[config.mk]
export PLATFORM = sky130hd
export DESIGN_NAME = quint_latch
export DESIGN_NICKNAME = d
export VERILOG_FILES = /design/src/logic/quint_latch_pkg.sv /design/src/logic/pin_sync.sv /design/src/logic/quint_latch.sv
export VERILOG_INCLUDE_DIRS = /design/src /design/src/logic
export SDC_FILE = /design/constraint.sdc
export NUM_CORES = 1
export LEC_CHECK = 0
export BUFFER_PORTS_ARGS = -buffer_cell sky130_fd_sc_hd__buf_2
export CORE_MARGIN = 2
export CORE_UTILIZATION = 58
export DETAILED_ROUTE_END_ITERATION = 10
export PLACE_DENSITY = 0.79
export SETUP_SLACK_MARGIN = 0.1
export SYNTH_ARGS = -nofsm -noshare
export SYNTH_HDL_FRONTEND = slang
export SYNTH_SLANG_ARGS = --single-unit
[constraint.sdc]
create_clock -name i_clk -period 2.9 [get_ports i_clk]
set_input_delay 0.58 -clock i_clk [delete_from_list [all_inputs] [get_ports i_clk]]
set_output_delay 0.58 -clock i_clk [all_outputs]
set_load 0.1 [all_outputs]
[src/logic/quint_latch_cfg.svh]
// Overview of operation
// - Five one-bit data latches share one reset input and one combined clock.
// - The combined clock is the OR of the two clock inputs, so either one high puts every latch in its clock-high state.
// - While the combined clock is low each output follows its data input and reset has no effect.
// - On a falling combined clock each latch opens and starts passing its data input.
// - On a rising combined clock each latch captures the data present at that moment.
// - While the combined clock is high and reset is low each output keeps its stored value and ignores data.
// - Reset acts only while the combined clock is high, and then drives all five outputs low.
`ifndef QUINT_LATCH_CFG_SVH
`define QUINT_LATCH_CFG_SVH
`define LATCH_COUNT 5
`define LATCH_CLEAR 5'h00
`define RESET_SYNC_DEPTH 2
`define RESET_SYNC_CLEAR 2'h0
`endif

[src/logic/quint_latch_pkg.sv]
`include "quint_latch_cfg.svh"
package quint_latch_pkg;
  typedef logic [`LATCH_COUNT-1:0] latch_word_type;
  typedef struct packed {
    logic clock_in_a;
    logic clock_in_b;
    logic reset;
  } latch_ctrl_type;
endpackage

[src/logic/pin_sync.sv]
`timescale 1ns/1ps
`include "quint_latch_cfg.svh"
module pin_sync #(
  parameter int WIDTH = 1
) (
  input wire logic i_clk,
  input wire logic i_nrst,
  input wire logic [WIDTH-1:0] i_pin,
  output logic [WIDTH-1:0] o_level
);
  logic [WIDTH-1:0] stage1;
  logic [WIDTH-1:0] stage2;
  logic [WIDTH-1:0] stage3;
  logic [WIDTH-1:0] level;
  logic [WIDTH-1:0] next_level;

  // A bit changes only once the second and third stages agree.
  always_comb begin
    next_level = level;
    for (int i = 0; i < WIDTH; i++) begin
      if (stage2[i] == stage3[i]) begin
        next_level[i] = stage3[i];
      end
    end
  end

  always_ff @(posedge i_clk or negedge i_nrst) begin
    if (!i_nrst) begin
      stage1 <= '0;
      stage2 <= '0;
      stage3 <= '0;
      level <= '0;
    end else begin
      stage1 <= i_pin;
      stage2 <= stage1;
      stage3 <= stage2;
      level <= next_level;
    end
  end

  assign o_level = level;
endmodule

[src/logic/quint_latch.sv]
`timescale 1ns/1ps
`include "quint_latch_cfg.svh"
module quint_latch (
  input wire logic i_clk,
  input wire logic i_nrst,
  input wire quint_latch_pkg::latch_word_type i_data,
  input wire quint_latch_pkg::latch_ctrl_type i_ctrl,
  output quint_latch_pkg::latch_word_type o_q
);
  // Five independent data latches share one combined clock and one reset.
  // The latch itself is modelled as a small state machine on the system clock.
  // Every pin passes a three-stage synchroniser and an agree stage.
  // A change on a pin therefore reaches the output four cycles after it is sampled.
  // A pin pulse shorter than about two clock cycles may never be seen at all.
  // Data and control pass pipelines of equal depth, so a word that changes together with
  // the clock inputs is seen together with them, and that word is the one captured.
  // While the combined clock is low the reset pin is ignored entirely.

  // Open passes the data inputs through; held keeps the captured word.
  typedef enum logic {
    LATCH_OPEN = 1'b0,
    LATCH_HELD = 1'b1
  } latch_state_type;

  // Reset release chain and the internal reset it yields.
  logic [`RESET_SYNC_DEPTH-1:0] rst_sync;
  logic [`RESET_SYNC_DEPTH-1:0] next_rst_sync;
  logic nrst;

  // Synchronised pin levels.
  quint_latch_pkg::latch_word_type data_s;
  quint_latch_pkg::latch_ctrl_type ctrl_s;

  // Decoded clock and reset conditions.
  logic combined_clock;
  logic clear_now;
  logic clock_rise;
  logic clock_fall;

  // Latch state, captured word and output word.
  latch_state_type state;
  latch_state_type next_state;
  quint_latch_pkg::latch_word_type captured;
  quint_latch_pkg::latch_word_type next_captured;
  quint_latch_pkg::latch_word_type q;
  quint_latch_pkg::latch_word_type next_q;

  // Either clock input high closes every latch.
  function automatic logic clock_level(
    input quint_latch_pkg::latch_ctrl_type ctrl
  );
    clock_level = ctrl.clock_in_a | ctrl.clock_in_b;
  endfunction

  // Reset only counts while the combined clock is high.
  function automatic logic clear_level(
    input quint_latch_pkg::latch_ctrl_type ctrl
  );
    clear_level = clock_level(ctrl) & ctrl.reset;
  endfunction

  // A closed latch shows its stored word unless reset clears it.
  function automatic quint_latch_pkg::latch_word_type closed_word(
    input quint_latch_pkg::latch_word_type stored,
    input logic clear
  );
    if (clear) begin
      closed_word = `LATCH_CLEAR;
    end else begin
      closed_word = stored;
    end
  endfunction

  // Reset is taken at once but released through a short chain,
  // so that all registers leave reset on the same clock edge.
  always_comb begin
    next_rst_sync = {rst_sync[`RESET_SYNC_DEPTH-2:0], 1'b1};
  end

  always_ff @(posedge i_clk or negedge i_nrst) begin
    if (!i_nrst) begin
      rst_sync <= `RESET_SYNC_CLEAR;
    end else begin
      rst_sync <= next_rst_sync;
    end
  end

  assign nrst = rst_sync[`RESET_SYNC_DEPTH-1];

  pin_sync #(
    .WIDTH(`LATCH_COUNT)
  ) u_data_sync (
    .i_clk(i_clk),
    .i_nrst(nrst),
    .i_pin(i_data),
    .o_level(data_s)
  );

  pin_sync #(
    .WIDTH($bits(quint_latch_pkg::latch_ctrl_type))
  ) u_ctrl_sync (
    .i_clk(i_clk),
    .i_nrst(nrst),
    .i_pin(i_ctrl),
    .o_level(ctrl_s)
  );

  // Decode of the synchronised control pins against the present latch state.
  always_comb begin
    combined_clock = clock_level(ctrl_s);
    clear_now = clear_level(ctrl_s);
    clock_rise = 1'b0;
    clock_fall = 1'b0;
    case (state)
      LATCH_OPEN: begin
        clock_rise = combined_clock;
      end
      LATCH_HELD: begin
        clock_fall = !combined_clock;
      end
      default: begin
        clock_rise = 1'b0;
        clock_fall = 1'b0;
      end
    endcase
  end

  // The state follows the combined clock: high closes the latch, low opens it.
  always_comb begin
    next_state = state;
    case (state)
      LATCH_OPEN: begin
        if (clock_rise) begin
          next_state = LATCH_HELD;
        end
      end
      LATCH_HELD: begin
        if (clock_fall) begin
          next_state = LATCH_OPEN;
        end
      end
      default: begin
        next_state = LATCH_OPEN;
      end
    endcase
  end

  always_ff @(posedge i_clk or negedge nrst) begin
    if (!nrst) begin
      state <= LATCH_OPEN;
    end else begin
      state <= next_state;
    end
  end

  // The captured word is what a held latch keeps.
  // Reset while held clears it, and it stays clear until the next closing of the latch captures new data.
  always_comb begin
    next_captured = captured;
    case (state)
      LATCH_OPEN: begin
        if (clock_rise) begin
          next_captured = closed_word(data_s, clear_now);
        end
      end
      LATCH_HELD: begin
        if (!clock_fall) begin
          next_captured = closed_word(captured, clear_now);
        end
      end
      default: begin
        next_captured = `LATCH_CLEAR;
      end
    endcase
  end

  always_ff @(posedge i_clk or negedge nrst) begin
    if (!nrst) begin
      captured <= `LATCH_CLEAR;
    end else begin
      captured <= next_captured;
    end
  end

  // An open latch passes its data; a closing or closed latch shows the captured word.
  // Reset has no path to the output while the latch is open.
  always_comb begin
    next_q = q;
    case (state)
      LATCH_OPEN: begin
        if (clock_rise) begin
          next_q = next_captured;
        end else begin
          next_q = data_s;
        end
      end
      LATCH_HELD: begin
        if (clock_fall) begin
          next_q = data_s;
        end else begin
          next_q = next_captured;
        end
      end
      default: begin
        next_q = `LATCH_CLEAR;
      end
    endcase
  end

  always_ff @(posedge i_clk or negedge nrst) begin
    if (!nrst) begin
      q <= `LATCH_CLEAR;
    end else begin
      q <= next_q;
    end
  end

  // The output comes straight from a register, so it never glitches.
  assign o_q = q;
endmodule

==> results.yml, run 1 <==
run_status:
  result_of_the_run: "finished clean"
cells_and_area:
  post-route-cell-area_um2: 1580
  layout.filler_cells: 165
  area_growth_syn_to_layout_pct: 12.5
  post_route_cells_drive_above_1_share_pct: 26.2
  multi_input_area_um2: 253
  num-nets-final: 113
  n_antenna_cell: 0
  seqCellArea_um2: 1130
critical_path:
  r2r_start: "state"
  critical_path.n_buffers_inverters: 1
  largest_incremental_delay_on_the_critical_path_ns: 0.42
  timing.critical_path.fanout_max: 1
  critPathArrivalTime_ns: 1.10
  reg2reg_slack_ns: 1.74
  r2r_cells: 3
  critical-path-top-delay-family: "buffers and inverters"
  critical_path.endpoint_type: "output pin"
  worstSetupStartpointType: "register"
  crit-reg2reg-capture: "captured[0]"
  cell_by_cell_listing_of_the_critical_path: "buf_2"
  crit_path_top_delay_cell: "sky130_fd_sc_hd__buf_2"
  cp.required_ns: 2.32
  timing.setup.critical_path_class: "register to output pin"
placed_design:
  detailedPlacementHpwl_um: 1220
  place_congestion: 0.727
  place_area_um2: 1500
  port_buffers: 14
power_and_ir_drop:
  power-per-cell-area_nw_per_um2: 768
  ir_worst_vdd_mv: 0.526
  power.leakage_nw: 0.725
grt:
  grt_overflow: 0
  antenna_violations_before_repair: 0
  grt_start_max_net_pins: 42
  grt_pass1_vias: 697
  grt_util_all_layers_pct: 17.3
  wire_length_of_the_first_global_routing_pass_um: 3220
sta:
  setup_tns_ns: 0
  drv_slew: 0
  worst_clock_skew_ns: 0.00730
  final_number_of_setup_violating_endpoints: 0
  finalHoldViolations: 0
  rsz0062_at_grt: "no"
  timing.final.crit_share_pct: 58.1
  fin_crit_ns: 1.68
  fmax_mhz: 594
  final.hold.worst_slack_ns: 0.0429
floorplanning:
  floorplan.core_area_um2: 2250
  die_area_um2: 2840
  initial_core_util_pct: 62.4
  die_height_um: 53.3
  row_count: 17
  die_x_um: 53.3
  pin_count: 15
min_path:
  timing.hold.worst.class: "register to asynchronous set/reset pin"
synth:
  yosysUniqueCellTypes: 15
  synth-seq-area-share_pct: 80.0
  avgSynthCellArea_um2: 17.2
  ys.warnings.count: 0
  synth_edf_count: 0
  syn_area_um2: 1410
  synth-main-ff-cell: "sky130_fd_sc_hd__dfrtp_1"
  postSynthNetCount: 92
  netlist_instances: 82
  synth_seq_cells: 45
  proportion_of_synthesized_flip_flops_having_asynchronous_set_or_reset_pct: 100
clock_tree:
  cts_inserted_buffers: 5
  cts_tree: "built"
  clock_tree.root_cell: "sky130_fd_sc_hd__clkbuf_4"
  cts-root-to-sink-buffers: 2
  clock_latency_ns: 0.34
  cts_num_sinks: 45
  clkSlewWorstSetupHoldPaths_ns: 0.11
  cts_resized: 0
  cts_htree_levels: 2
detailed_routing:
  drt_first_iter_violations: 16
  ant_nets: 0
  dr_total_vias: 714
  wirelength_um: 1950
  remaining_drc_errors: 0
  firstDrtPassIters: 4
  avgRoutedWirePerCell_um: 14.9
  vias_per_cell: 5.45
job:
  max-cap-violations: 0
## cell usage after synthesis, types with 5 or more instances
| cell type | instances | share of area (%) |
|---|---|---|
| sky130_fd_sc_hd__maj3_1 | 8 | 5.7 |
| sky130_fd_sc_hd__o21ai_0 | 9 | 3.2 |
| sky130_fd_sc_hd__nand3_1 | 5 | 1.8 |
| sky130_fd_sc_hd__dfrtp_1 | 45 | 80 |
| sky130_fd_sc_hd__a22o_1 | 5 | 3.1 |
## kinds of logic (layout without fill, tap and decap cells)
family,after synthesis,count (layout),share of synthesized area (%)
AOI/OAI and AO/OA,16,16,7.82
adders and majority gates,8,8,5.69
buffers and inverters,4,25,2.04
DFF,45,45,80.0
other,1,1,0.266
and+or+nand+nor,8,8,4.18
## what timing repair did
| action | 4_1_cts | 5_1_grt |
|---|---|---|
| buffers inserted | 0 | 0 |
| hold buffers | 1 | 0 |
| endpoints found under the hold margin | 2 | 0 |
## cell type report
class	instances	share of cell area, %
timing repair buffer	16	5.53
clock inverter	2	2.21
inverter	2	0.632
tap	28	2.21
sequential	45	71.1
clock buffer	5	2.37
multi-input combinational	33	16.0
## where the power goes
group	switching, mW	internal [mW]
Clock	0.176	0.176
Sequential	0.0334	0.676
Combinational	0.117	0.0376
Total	0.327	0.889
## metal layers
layer  vias to the layer above  global-route usage, %  share of wire, %
met3                         5                   7.63               5.8
met5                         -                      0                 0
met1                       364                   21.7                43
met2                        26                   25.3                50
li1                        319                      -                 -
met4                         0                   8.97               2.0
## flip-flops by register name, indices dropped and copies added, names as in the netlist, 3 cells and up
register	count
u_ctrl_sync.stage2	3
u_ctrl_sync.stage1	3
o_q	5
u_ctrl_sync.o_level	3
u_data_sync.o_level	5
u_ctrl_sync.stage3	3
captured	5
u_data_sync.stage3	5
u_data_sync.stage1	5
u_data_sync.stage2	5
## stage by stage
stage	utilization [%]	cells	worst slack [ns]	total power, mW
3_3_place_gp	66.6	123	1.61	0.866
3_5_place_dp	66.6	123	1.58	0.875
5_1_grt	70.3	131	1.15	1.27
6_report	70.3	131	1.22	1.22
4_1_cts	70.3	131	1.19	1.23
2_1_floorplan	-	82	1.44	0.843
## cells in the final DEF, fill, tap and decap left out, drive strengths merged
master	count
dfrtp	45
inv	2
conb	1
nand3	5
dlygate4sd3	1
clkbuf	5
a22o	5
maj3	8
buf	15
o21ai	11
bufinv	1
nor2	2
nor3	1
clkinv	1
## worst max path at each step
| stage | slack, ns | to | startpoint | cells past startpoint |
|---|---|---|---|---|
| floorplan | 1.44 | o_q[0] | o_q[0] | 0 |
| global placement | 1.61 | o_q[0] | o_q[0] | 1 |
| detailed placement | 1.58 | o_q[2] | o_q[2] | 1 |
| CTS | 1.19 | o_q[2] | o_q[2] | 1 |
| global route | 1.15 | o_q[2] | o_q[2] | 1 |
| finish | 1.22 | o_q[2] | o_q[2] | 1 |
Power figures use the tool's default switching activity.
==> run 2, diff against run 1 <==
CORE_UTILIZATION = 49   (was 58)
PLACE_DENSITY = 0.71   (was 0.79)
clock period = 1.5 ns   (was 2.9 ns; I/O delays follow)
==> run 2 against run 1 <==
  * Utilization fell by 11 points
  * Worst hold slack improved by 0.0085 ns
  * Critical path depth did not move
  * First-iteration DRC count fell by 25%
  * Cell count rose by 3.8%
  * Worst setup slack got worse by 0.99 ns
  * Design area rose by 2.3%
  * Global-route usage fell by 3.4 points
  * Power rose by 99%
  * Wire length fell by 8.7%
  * Non-clock buffer count rose by 1
  * Sequential cell count did not move
  * Critical endpoint is now o_q[3]
==> results.yml, run 2 (synthesis results as in run 1) <==
critical_path:
  critical_path.n_buffers_inverters: 1
  r2r_cells: 3
  cell_by_cell_listing_of_the_critical_path: "buf_4"
  largest_incremental_delay_on_the_critical_path_ns: 0.35
  critical-path-top-delay-family: "flip-flops"
  cp.required_ns: 1.20
  timing.setup.critical_path_class: "register to output pin"
  timing.critical_path.fanout_max: 1
  critical_path.endpoint_type: "output pin"
  cp_num_cells: 1
  worstSetupStartpointType: "register"
  critPathArrivalTime_ns: 0.98
  crit_path_top_delay_cell: "sky130_fd_sc_hd__dfrtp_1"
run_status:
  result_of_the_run: "finished clean"
detailed_routing:
  ant_nets: 0
  dr_total_vias: 700
  wirelength_um: 1780
  firstDrtPassIters: 4
  avgRoutedWirePerCell_um: 13.1
  remaining_drc_errors: 0
  vias_per_cell: 5.15
  drt_first_iter_violations: 12
floorplanning:
  die_x_um: 57.6
  pin_count: 15
  die_height_um: 57.6
  row_count: 19
  initial_core_util_pct: 51.5
  floorplan.core_area_um2: 2730
  die_area_um2: 3320
grt:
  wire_length_of_the_first_global_routing_pass_um: 3220
  grt_util_all_layers_pct: 13.9
  grt_pass1_vias: 695
  grt_overflow: 0
  grt_start_max_net_pins: 24
  antenna_violations_before_repair: 0
power_and_ir_drop:
  power.leakage_nw: 0.736
  power-per-cell-area_nw_per_um2: 1500
  total_power_mw: 2.42
  ir_worst_vdd_mv: 0.985
placed_design:
  post-place-cells: 127
  port_buffers: 14
  place_congestion: 0.820
  detailedPlacementHpwl_um: 1150
cells_and_area:
  post_route_cells_drive_above_1_share_pct: 26.7
  n_antenna_cell: 0
  area_growth_syn_to_layout_pct: 15.1
  final_cell_mix: "45 x sky130_fd_sc_hd__dfrtp_1, 9 x sky130_fd_sc_hd__o21ai_0, 9 x sky130_fd_sc_hd__buf_2, 8 x sky130_fd_sc_hd__maj3_1, 7 x sky130_fd_sc_hd__buf_4"
  num-nets-final: 114
  fin_cells: 136
  final_common_cell: "sky130_fd_sc_hd__dfrtp_1"
clock_tree:
  cts_inserted_buffers: 5
  cts_tree: "built"
  cts_num_sinks: 45
  cts-root-to-sink-buffers: 2
  clkSlewWorstSetupHoldPaths_ns: 0.12
  clock_tree.root_cell: "sky130_fd_sc_hd__clkbuf_4"
  cts_htree_levels: 2
  clock_latency_ns: 0.35
sta:
  rsz0062_at_grt: "no"
  fmax_mhz: 784
  final_number_of_setup_violating_endpoints: 0
  drv_slew: 0
  timing.final.crit_share_pct: 85.0
  worst_clock_skew_ns: 0.00906
  fin_crit_ns: 1.28
  setup_tns_ns: 0
  finalHoldViolations: 0
job:
  max-cap-violations: 0
min_path:
  timing.hold.worst.class: "primary input to register"
  min_delay_path_depth: 1
[run 2: changes by cell type in the layout (fill, tap and decap cells not counted), sizes merged]
cell / before / now
clkinv: 1 / 0
clkbuf: 5 / 7
buf: 15 / 16
[run 2: final cells by class]
| cell class | instances | area (um^2) |
|---|---|---|
| flip-flops and latches | 45 | 1130 |
| fillers | 214 | 1110 |
| multi-input cells | 33 | 253 |
| repair buffers | 17 | 108 |
| clock buffers | 7 | 55.1 |
| well taps | 31 | 38.8 |
| clock inverters | 1 | 30.0 |
| inverters | 2 | 10.0 |
[run 2: per-layer routing]
metal	vias up	wire, um	part of all wire (%)	GRT usage [%]
met3	6	109	6.1	6.80
met1	348	811	46	18.4
li1	329	-	-	-
met2	17	808	45	18.2
met4	0	51	2.9	8.64
met5	-	0	0	0
[run 2: worst paths after layout]
path,to,startpoint,slack [ns]
max,o_q[3],o_q[3],0.22
max reg2reg,captured[2],state,0.38
min,u_data_sync.stage1[2],i_data[2],0.05
max in group asynchronous,state,rst_sync[1],1.04
min in group asynchronous,u_data_sync.stage2[2],rst_sync[1],0.23
min reg2reg,u_data_sync.stage2[2],rst_sync[1],0.23
[run 2: power breakdown]
| group | switching, mW | internal, mW |
|---|---|---|
| Sequential | 0.0629 | 1.31 |
| Combinational | 0.224 | 0.0862 |
| Clock | 0.346 | 0.398 |
[run 2: what timing repair did]
action / 4_1_cts / 5_1_grt
resized for setup: 5 / 0
hold buffers: 1 / 0
hold endpoints to repair: 2 / 0
endpoints found under the setup margin: 5 / 0
buffers inserted: 0 / 0
[run 2: metrics by stage]
| stage | util [%] | setup WS [ns] | cell area, um^2 | hold slack [ns] |
|---|---|---|---|---|
| floorplan | - | 0.155 | 1410 | 0.00441 |
| global placement | 55.3 | 0.443 | 1510 | 0.0850 |
| detailed placement | 55.3 | 0.409 | 1510 | 0.0878 |
| CTS | 59.3 | 0.203 | 1620 | 0.0255 |
| global route | 59.3 | 0.164 | 1620 | 0.0112 |
| finish | 59.3 | 0.225 | 1620 | 0.0513 |
